`src/adc_seq_pkg.sv`:
```
// package: register map, field layout and timing of the converter sequencer
// Functional notes
// reference enable, wait 3 us, then start
// fixed mode converts the one chosen input
// scan mode walks inputs upward from 0 or 4
// reset selects input 0, fixed mode
// software bit or trigger falling edge starts; busy set
// software start mid-conversion restarts the sequence
// trigger edges ignored while busy
// repeat and scan bits pick the mode
// single modes end with flag, idle, interrupt
// fixed repeat interrupts every one or four
// scan repeat interrupts after each full scan
// clearing repeat stops after current conversion
// halt stops at once; repeat restarts afterward
// one conversion takes 84 states
// fixed repeat rotates through four result pairs
// otherwise inputs n and n+4 share pair n
// storage flag set on store, cleared on read
// reading a result clears the end flag
// result pairs are read only
// 10-bit result split clear of flag bit
`default_nettype none

package adc_seq_pkg;
	localparam int unsigned ADDR_W      = 8;
	localparam int unsigned DATA_W      = 32;
	localparam int unsigned RES_W       = 10;
	localparam int unsigned NUM_PAIRS   = 4;

	// register byte offsets
	localparam logic [7:0] OFF_MODE0    = 8'h00;
	localparam logic [7:0] OFF_MODE1    = 8'h04;
	localparam logic [7:0] OFF_RES_BASE = 8'h20;
	// result block: pair in addr[4:3], upper half when addr[2] is set
	localparam int unsigned RES_SEL_BIT = 5;
	localparam int unsigned PAIR_LSB    = 3;
	localparam int unsigned HALF_BIT    = 2;

	// conv_mode_reg0 fields
	localparam int unsigned M0_START    = 0;
	localparam int unsigned M0_SCAN     = 1;
	localparam int unsigned M0_REPEAT   = 2;
	localparam int unsigned M0_INTERVAL = 3;
	localparam int unsigned M0_BUSY     = 6;
	localparam int unsigned M0_END      = 7;
	// conv_mode_reg1 fields
	localparam int unsigned M1_CHAN_LSB = 0;
	localparam int unsigned M1_TRIG_EN  = 5;
	localparam int unsigned M1_REF_ON   = 7;
	// lower result register: flag in bit 0, low result bits on top
	localparam int unsigned RL_FLAG     = 0;
	localparam int unsigned RL_DATA_LSB = 6;

	// reset values
	localparam logic [2:0] CHAN_RST     = 3'h0;
	localparam logic       SCAN_RST     = 1'b0;

	// one conversion in system states (one state per clock)
	localparam int unsigned CONV_CYCLES = 84;
	// fixed repeat with interval bit set: interrupt every fourth
	localparam logic [1:0] IRQ_EVERY_LAST = 2'h3;

	// request to the analog comparator
	typedef struct packed {
		logic [2:0] chan;
		logic       sample;
	} ana_req_s;
endpackage

`default_nettype wire

```
`src/adc_fall_detect.sv`:
```
// module: two-flop synchroniser and falling edge detector for a pin
`default_nettype none

module adc_fall_detect (
	input  wire logic pclk,
	input  wire logic presetn,
	input  wire logic pin,
	output logic      fall
);
	typedef struct packed {
		logic meta;
		logic sync;
		logic prev;
	} fd_s;

	fd_s s_reg;
	fd_s s_next;

	// the first stage feeds only the second; the edge looks at later stages
	always_comb begin
		s_next      = s_reg;
		s_next.meta = pin;
		s_next.sync = s_reg.meta;
		s_next.prev = s_reg.sync;
	end

	// idle high so reset release does not fake an edge
	always_ff @(posedge pclk or negedge presetn) begin
		if (!presetn) begin
			s_reg <= 3'h7;
		end else begin
			s_reg <= s_next;
		end
	end

	assign fall = s_reg.prev & ~s_reg.sync;
endmodule

`default_nettype wire

```
`src/adc_conv_timer.sv`:
```
// module: down counter that times one channel conversion
`default_nettype none

module adc_conv_timer #(
	parameter int unsigned CYCLES = adc_seq_pkg::CONV_CYCLES
) (
	input  wire logic pclk,
	input  wire logic presetn,
	input  wire logic start,
	input  wire logic abort,
	output logic      done
);
	localparam int unsigned CW = $clog2(CYCLES + 1);

	typedef struct packed {
		logic          run;
		logic [CW-1:0] cnt;
	} tm_s;

	tm_s s_reg;
	tm_s s_next;

	// start wins over abort so a restart is never swallowed
	always_comb begin
		s_next = s_reg;
		if (start) begin
			s_next.run = 1'b1;
			s_next.cnt = CW'(CYCLES - 1);
		end else if (abort || done) begin
			s_next.run = 1'b0;
		end else if (s_reg.run) begin
			s_next.cnt = s_reg.cnt - 1'b1;
		end
	end

	always_ff @(posedge pclk or negedge presetn) begin
		if (!presetn) begin
			s_reg <= '0;
		end else begin
			s_reg <= s_next;
		end
	end

	// abort is already folded into the caller's priority; keeping it out avoids a loop
	assign done = s_reg.run && (s_reg.cnt == '0);
endmodule

`default_nettype wire

```
`src/adc_sequencer_control.sv`:
```
// module: converter sequencer with mode control, result store and apb slave
//
// Design decisions made here: the register addresses and the APB interface to the registers.
`default_nettype none

module adc_sequencer_control #(
	parameter int unsigned CONV_CYCLES = adc_seq_pkg::CONV_CYCLES
) (
	input  wire logic                    pclk,
	input  wire logic                    presetn,
	input  wire logic                    psel,
	input  wire logic                    penable,
	input  wire logic                    pwrite,
	input  wire logic [7:0]              paddr,
	input  wire logic [31:0]             pwdata,
	output logic      [31:0]             prdata,
	output logic                         pready,
	output logic                         pslverr,
	input  wire logic                    ext_trig_n,
	input  wire logic                    halt_light,
	input  wire logic                    halt_deep,
	input  wire logic [9:0]              ana_result,
	output var adc_seq_pkg::ana_req_s    ana_req,
	output logic                         ref_switch_on,
	output logic                         conv_busy_flag,
	output logic                         conv_end_flag,
	output logic                         conv_end_irq
);
	// counter widths below assume a sane conversion length
	if (CONV_CYCLES < 2 || CONV_CYCLES > 4096) begin : g_bad_cycles
		$error("CONV_CYCLES out of range");
	end

	typedef enum logic [1:0] {
		S_IDLE,
		S_CONV,
		S_HALT
	} seq_state_e;

	typedef struct packed {
		seq_state_e                 st;
		logic                       scan;
		logic                       rep;
		logic                       interval;
		logic                       trig_en;
		logic                       ref_on;
		logic [2:0]                 chan_sel;
		logic                       busy;
		logic                       endf;
		logic [2:0]                 cur;
		logic [1:0]                 ring;
		logic [1:0]                 icnt;
		logic                       seq_rep;
		logic                       halt_rep;
		logic [3:0]                 stored;
		logic [3:0][9:0]            res;
		logic [31:0]                rdata;
		logic                       irq;
		logic                       smp;
	} st_s;

	st_s s_reg;
	st_s s_next;

	localparam int unsigned RES_SEL_BIT = adc_seq_pkg::RES_SEL_BIT;
	localparam int unsigned PAIR_LSB    = adc_seq_pkg::PAIR_LSB;
	localparam int unsigned HALF_BIT    = adc_seq_pkg::HALF_BIT;

	logic       trig_fall;
	logic       t_start;
	logic       t_abort;
	logic       t_done;
	logic       acc_wr;
	logic       acc_rd;
	logic       setup;
	logic       sw_start;
	logic       halted;
	logic       last;
	logic [1:0] slot;

	// first input of the selected sequence
	function automatic logic [2:0] seq_first(input logic scan, input logic [2:0] ch);
		seq_first = scan ? {ch[2], 2'b00} : ch; // see R02
	endfunction

	// address falls inside the result block
	function automatic logic is_result(input logic [7:0] a);
		is_result = (a[7:RES_SEL_BIT] == adc_seq_pkg::OFF_RES_BASE[7:RES_SEL_BIT])
			&& (a[1:0] == 2'b00);
	endfunction

	// any register at this address
	function automatic logic is_mapped(input logic [7:0] a);
		is_mapped = (a == adc_seq_pkg::OFF_MODE0) || (a == adc_seq_pkg::OFF_MODE1)
			|| is_result(a);
	endfunction

	// begin a sequence from its first input, abandoning any running one
	function automatic st_s begin_seq(input st_s x);
		st_s y;
		y         = x;
		y.st      = S_CONV;
		y.busy    = 1'b1;
		y.cur     = seq_first(x.scan, x.chan_sel);
		y.ring    = 2'h0;
		y.icnt    = 2'h0;
		y.seq_rep = x.rep;
		y.smp     = 1'b1;
		begin_seq = y;
	endfunction

	// read data for an address, captured in the setup cycle
	function automatic logic [31:0] read_mux(input st_s x, input logic [7:0] a);
		logic [31:0] d;
		logic [1:0]  p;
		d = '0;
		p = a[PAIR_LSB +: 2];
		if (a == adc_seq_pkg::OFF_MODE0) begin
			d[adc_seq_pkg::M0_SCAN]     = x.scan;
			d[adc_seq_pkg::M0_REPEAT]   = x.rep;
			d[adc_seq_pkg::M0_INTERVAL] = x.interval;
			d[adc_seq_pkg::M0_BUSY]     = x.busy;
			d[adc_seq_pkg::M0_END]      = x.endf;
		end else if (a == adc_seq_pkg::OFF_MODE1) begin
			d[adc_seq_pkg::M1_CHAN_LSB +: 3] = x.chan_sel;
			d[adc_seq_pkg::M1_TRIG_EN]       = x.trig_en;
			d[adc_seq_pkg::M1_REF_ON]        = x.ref_on;
		end else if (is_result(a) && a[HALF_BIT]) begin
			d[7:0] = x.res[p][9:2];
		end else if (is_result(a)) begin
			d[adc_seq_pkg::RL_DATA_LSB +: 2] = x.res[p][1:0];
			d[adc_seq_pkg::RL_FLAG]          = x.stored[p];
		end
		read_mux = d;
	endfunction

	adc_fall_detect u_trig (
		.pclk    (pclk),
		.presetn (presetn),
		.pin     (ext_trig_n),
		.fall    (trig_fall)
	);

	adc_conv_timer #(
		.CYCLES (CONV_CYCLES)
	) u_timer (
		.pclk    (pclk),
		.presetn (presetn),
		.start   (t_start),
		.abort   (t_abort),
		.done    (t_done)
	);

	// bus phases; the slave answers in the first access cycle
	always_comb begin
		setup  = psel & ~penable;
		acc_wr = psel & penable & pwrite;
		acc_rd = psel & penable & ~pwrite;
	end

	// next state: register writes, read side effects, sequencing
	always_comb begin
		s_next   = s_reg;
		s_next.irq = 1'b0;
		s_next.smp = 1'b0;
		t_start  = 1'b0;
		t_abort  = 1'b0;
		sw_start = 1'b0;
		halted   = halt_light | halt_deep;
		slot     = 2'h0;
		last     = 1'b0;

		// control writes; result pairs take no writes
		if (acc_wr && paddr == adc_seq_pkg::OFF_MODE0) begin
			s_next.scan     = pwdata[adc_seq_pkg::M0_SCAN];
			s_next.rep      = pwdata[adc_seq_pkg::M0_REPEAT];
			s_next.interval = pwdata[adc_seq_pkg::M0_INTERVAL];
			sw_start        = pwdata[adc_seq_pkg::M0_START];
		end
		if (acc_wr && paddr == adc_seq_pkg::OFF_MODE1) begin
			s_next.chan_sel = pwdata[adc_seq_pkg::M1_CHAN_LSB +: 3];
			s_next.trig_en  = pwdata[adc_seq_pkg::M1_TRIG_EN];
			s_next.ref_on   = pwdata[adc_seq_pkg::M1_REF_ON];
		end

		// read clears first, so a store in the same cycle wins
		if (acc_rd && is_result(paddr)) begin
			s_next.stored[paddr[PAIR_LSB +: 2]] = 1'b0;
			s_next.endf = 1'b0;
		end

		// which pair the finishing conversion lands in
		if (s_reg.seq_rep && !s_reg.scan) begin
			slot = s_reg.ring;
		end else begin
			slot = s_reg.cur[1:0];
		end
		last = s_reg.scan ? (s_reg.cur[1:0] == s_reg.chan_sel[1:0]) : 1'b1;

		unique case (s_reg.st)
			S_IDLE, S_CONV: begin
				if (halted) begin
					// stop at once; a single run is simply lost
					t_abort         = 1'b1;
					s_next.st       = S_HALT;
					s_next.halt_rep = s_reg.busy && s_reg.seq_rep;
					if (!(s_reg.busy && s_reg.seq_rep)) begin
						s_next.busy = 1'b0;
					end
				end else if (sw_start) begin
					s_next  = begin_seq(s_next); // see R05
					t_start = 1'b1;
				end else if (trig_fall && s_reg.trig_en && !s_reg.busy) begin
					s_next  = begin_seq(s_next); // see R05
					t_start = 1'b1;
				end else if (s_reg.st == S_CONV && t_done) begin
					s_next.res[slot]    = ana_result;
					s_next.stored[slot] = 1'b1;
					s_next.ring         = s_reg.ring + 2'h1;
					if (last) begin
						s_next.endf = 1'b1; // see R09 see R10
						if (s_reg.seq_rep && !s_reg.scan && s_reg.interval) begin
							s_next.icnt = s_reg.icnt + 2'h1;
							s_next.irq  = (s_reg.icnt == adc_seq_pkg::IRQ_EVERY_LAST);
						end else begin
							s_next.irq = 1'b1; // see R09
						end
					end
					if (s_reg.seq_rep && s_next.rep) begin
						// repeat modes keep busy and go round again
						t_start    = 1'b1; // see R10
						s_next.smp = 1'b1;
						s_next.cur = last ? seq_first(s_reg.scan, s_reg.chan_sel)
							: s_reg.cur + 3'h1;
					end else if (!s_reg.seq_rep && !last) begin
						t_start    = 1'b1;
						s_next.smp = 1'b1;
						s_next.cur = s_reg.cur + 3'h1;
					end else begin
						s_next.st   = S_IDLE; // see R09
						s_next.busy = 1'b0;
					end
				end
			end
			S_HALT: begin
				if (!halted && s_reg.halt_rep && s_reg.rep) begin
					s_next  = begin_seq(s_next);
					t_start = 1'b1;
				end else if (!halted) begin
					s_next.st   = S_IDLE;
					s_next.busy = 1'b0;
				end
			end
		endcase

		// capture read data during setup for the access cycle
		if (setup) begin
			s_next.rdata = read_mux(s_reg, paddr);
		end
	end

	// one register for all state; reset picks input 0, fixed single
	always_ff @(posedge pclk or negedge presetn) begin
		if (!presetn) begin
			s_reg          <= '0;
			s_reg.st       <= S_IDLE;
			s_reg.scan     <= adc_seq_pkg::SCAN_RST;
			s_reg.chan_sel <= adc_seq_pkg::CHAN_RST;
		end else begin
			s_reg <= s_next;
		end
	end

	// outputs come straight from the state register, except pready, tied high, and pslverr, decoded from psel, penable and paddr
	assign prdata         = s_reg.rdata;
	assign pready         = 1'b1;
	assign pslverr        = psel & penable & ~is_mapped(paddr);
	assign ana_req.chan   = s_reg.cur; // see R02
	assign ana_req.sample = s_reg.smp;
	assign ref_switch_on  = s_reg.ref_on;
	assign conv_busy_flag = s_reg.busy;
	assign conv_end_flag  = s_reg.endf;
	assign conv_end_irq   = s_reg.irq;
endmodule

`default_nettype wire

```
`config.mk`:
```
export PLATFORM = sky130hd
export DESIGN_NAME = adc_sequencer_control
export DESIGN_NICKNAME = d
export VERILOG_FILES = /design/src/adc_seq_pkg.sv /design/src/adc_fall_detect.sv /design/src/adc_conv_timer.sv /design/src/adc_sequencer_control.sv
export SDC_FILE = /design/constraint.sdc
export NUM_CORES = 1
export LEC_CHECK = 0
export BUFFER_PORTS_ARGS = -buffer_cell sky130_fd_sc_hd__buf_2
export CELL_PAD_IN_SITES_DETAIL_PLACEMENT = 1
export CELL_PAD_IN_SITES_GLOBAL_PLACEMENT = 2
export CORE_MARGIN = 2
export CORE_UTILIZATION = 37
export DETAILED_ROUTE_END_ITERATION = 8
export PLACE_DENSITY_LB_ADDON = 0.05
export SYNTH_ARGS = -nofsm -noshare
export SYNTH_HDL_FRONTEND = slang
export SYNTH_HIERARCHICAL = 1
export SYNTH_SLANG_ARGS = --single-unit
```
`constraint.sdc`:
```
create_clock -name pclk -period 6.6 [get_ports pclk]
set_input_delay 1.32 -clock pclk [delete_from_list [all_inputs] [get_ports pclk]]
set_output_delay 1.32 -clock pclk [all_outputs]
set_load 0.05 [all_outputs]
```
==> key figures <==
Synth
  – Fraction of synthesized area in multiplexers: under 10%
  – Fraction of synthesized cell area in xor and xnor cells: less than 1%
  – Number of distinct library cells after synthesis: 56
  – Post-synthesis instance area: 4470 um2
  – Post-synthesis sequential area ratio: about half
  – Commonest cells in the netlist: 83 x sky130_fd_sc_hd__dfrtp_1, 46 x sky130_fd_sc_hd__a22o_1, 39 x sky130_fd_sc_hd__buf_4
  – Largest family of logic cells by synthesized area: compound AO/OA/AOI/OAI gates
  – Yosys warning total: 6
  – Total of flip-flops plus latches after synthesis: 86
  – Fraction of registers with async set/reset: 100%
  – Post-synthesis instance total: between 400 and 500
  – Most area-hungry cell type in the Yosys netlist: sky130_fd_sc_hd__dfrtp_1
  – Number of enable flip-flop cells after synthesis: 0
  – Primary FF master, synth: sky130_fd_sc_hd__dfrtp_1
  – Average footprint of a synthesized cell: ~11 um2
  – Synthesized-area fraction occupied by and/or/nand/nor cells: roughly 12%
  – Portion of synthesized cell area occupied by the leading cell type: 46.5%
  – Largest cells by area after synthesis: sky130_fd_sc_hd__dfrtp_1 46%, sky130_fd_sc_hd__a22o_1 9.0%, sky130_fd_sc_hd__buf_4 6.5%, sky130_fd_sc_hd__mux4_2 5.5%, sky130_fd_sc_hd__mux2_2 2.8%
  – Adder and majority cell fraction of the synthesized area: approximately 1.1%
  – Count leader, synth: sky130_fd_sc_hd__dfrtp_1
  – Synth Area in Compound Gates: a little under a fifth

Route
  – Length of routed met3 wiring: around 390 um
  – Final wirelength: approximately 12 mm
  – Remaining antenna violation count after routing: 0
  – Vias per cell: about 5.5
  – Detail Route met2 WL: 5.92 mm
  – Highest routed layer: met4
  – Post-detailed-route DRC marker count: 0
  – Number of detailed-routing iterations run before antenna repair: 4
  – Initial drt markers: 96
  – Wl on met1: roughly 5.5 mm
  – Total via count in the routed design: ~3300
  – Routed wirelength normalized by instance count: around 20 um

Power
  – Worst IR drop on VDD: around 0.12 mV
  – Power per unit of standard cell area: 267 nW/um2
  – Total leakage power: 0.00235 uW
  – Sum of internal, switching and leakage power: between 1000 and 1500 uW

Placement
  – Post-detail-place hpwl: ~8.6 mm
  – Buffers added on ports: 48
  – Routability Congestion: 0.801
  – Count of placed standard cells including taps: 572
  – Dpl cell area: 4640 um2

Final layout
  – Post-layout util: approximately two fifths
  – Number of flip-flops under the largest register name: 59
  – Proportion of layout cells with a drive suffix above 1: between 20% and 30%
  – Net count, final: ~500
  – N_diodes: 0
  – Post-layout instance count excluding filler cells: about 600
  – Synthesis-to-layout area growth: 11.1%
  – Final design area excluding fillers: around 5000 um2

Floorplanning
  – Starting density of the core: between 30% and 40%
  – Die outline area: ~13000 um2
  – Floorplan row count: 40
  – IO Count: 100
  – Vertical die dimension: roughly 110 um
  – Floorplan die width: between 100 and 150 um
  – Floorplan Core Area: 11900 um2

Clock tree
  – Number of gates resized after CTS: 0
  – H-tree Lvls: 3
  – Buffers inserted by post-CTS timing repair: 0
  – Clock Tree Buf Depth: 2
  – Worst-Skew Late Latency: around 350 ps
  – Clock tree from TritonCTS: yes
  – TritonCTS sink count: between 80 and 90
  – CTS clock-pin slew for the worst setup and hold paths: ~70 ps
  – Root cell of the clock tree: sky130_fd_sc_hd__clkbuf_16
  – Total clock buffers created by CTS: 9
  – Post-CTS Hold Buffers: 0

Global routing
  – GRT Residual Overflow: 0
  – Number of global-route vias before repair: between 3000 and 4000
  – All-layer global routing usage: between 10% and 20%
  – Number of antenna violations at the first check in global routing: 0
  – Wire length of the first global-routing pass: between 15 and 20 mm
  – Pin count of the biggest net entering global routing: 56

Critical path
  – Critical path start-end classification: input port to output pin
  – Data arrival, critical path: around 3100 ps
  – Worst Path Required: 5280 ps
  – Sort of element at the end of the critical path: output pin
  – Startpoint class of the critical path: input port
  – Max FO, Critical Path: 12

STA
  – Final number of hold-violating endpoints: 0
  – Period Utilization, post-route: between 60 and 70%
  – Count of final max-slew check failures: 0
  – Total Negative Setup Slacks: 0 ps
  – Slew at the pin with the worst max-slew slack: about 1000 ps
  – RSZ-0062 raised after global routing: false
  – Worst slew margin: 30.1%
  – Worst-case clock skew: between 9 and 10 ps
  – Setup-failing EPs final: 0
  – Minimum clock period after layout: 4420 ps
  – Achievable Freq: 226 MHz

Flow run
  – Maxcap violations: 0

Min path
  – Type of the worst min-delay path: register to register

Outcome
  – Run status: finished, final reports clean
[area by class of cell]
cell class	count	area [um2]
clock buffers	10	229
fillers	1318	6950
flip-flops and latches	86	2160
repair buffers	50	258
multi-input cells	277	2000
inverters	12	45.0
clock inverters	6	93.8
well taps	147	184
[metrics by stage]
| stage | setup WS (ps) | hold WS (ps) |
|---|---|---|
| 2_1_floorplan | 2350 | 345 |
| 4_1_cts | 2190 | 361 |
| 3_5_place_dp | 2200 | 352 |
| 5_1_grt | 1960 | 365 |
| 3_3_place_gp | 2190 | 350 |
| 6_report | 2180 | 360 |
[power breakdown]
group / switching [uW] / total (uW) / internal [uW]
sequential: 30.0 / 592 / 562
combinational: 122 / 182 / 60.3
clock: 220 / 554 / 334
[layer usage]
metal	global-route usage, %	vias up
met4	8.29	0
met3	3.51	13
li1	-	1503
met5	0	-
met2	32.9	66
met1	26.0	1672
[cell usage in the layout, fill, tap and decap left out, drive strengths merged, types with 4 or more instances in the layout]
cell / count
nand3: 7
a22o: 46
a21oi: 12
inv: 13
conb: 25
nor2: 25
mux2: 11
mux4: 11
nor2b: 8
nor3b: 4
nand2b: 5
nand2: 27
o21ai: 22
ha: 4
nor3: 5
nor4: 4
buf: 50
dfrtp: 83
a21o: 4
clkbuf: 10
mux2i: 6
[worst max-delay path: stages]
cell                     delay (ps)
sky130_fd_sc_hd__buf_2          100
sky130_fd_sc_hd__nor4_1         760
sky130_fd_sc_hd__and2_1         530
sky130_fd_sc_hd__nor3_1         140
sky130_fd_sc_hd__buf_2          260
[worst paths after layout]
check	startpoint	to	slack, ps	cells after the start
worst max register to register	u_timer/s_reg[5]	s_reg[70]	3100	7
worst min register to register	u_trig/s_next[1]	u_trig/s_next[0]	360	0
worst max-delay path	paddr[6]	pslverr	2180	5
worst min-delay path	u_trig/s_next[1]	u_trig/s_next[0]	360	0
min in group asynchronous	presetn	s_reg[81]	900	1
max in group asynchronous	presetn	s_reg[95]	4580	2
[kinds of logic (layout without fill, tap and decap cells)]
family | count (synthesis) | count (layout)
flip-flops | 86 | 86
XOR/XNOR | 3 | 3
adder cells (fa/ha/maj) | 4 | 4
multiplexers | 28 | 28
other | 2 | 25
buffers and inverters | 67 | 78
AO/OA/AOI/OAI | 112 | 112
AND/OR/NAND/NOR | 105 | 105
Power figures use the tool's default switching activity.
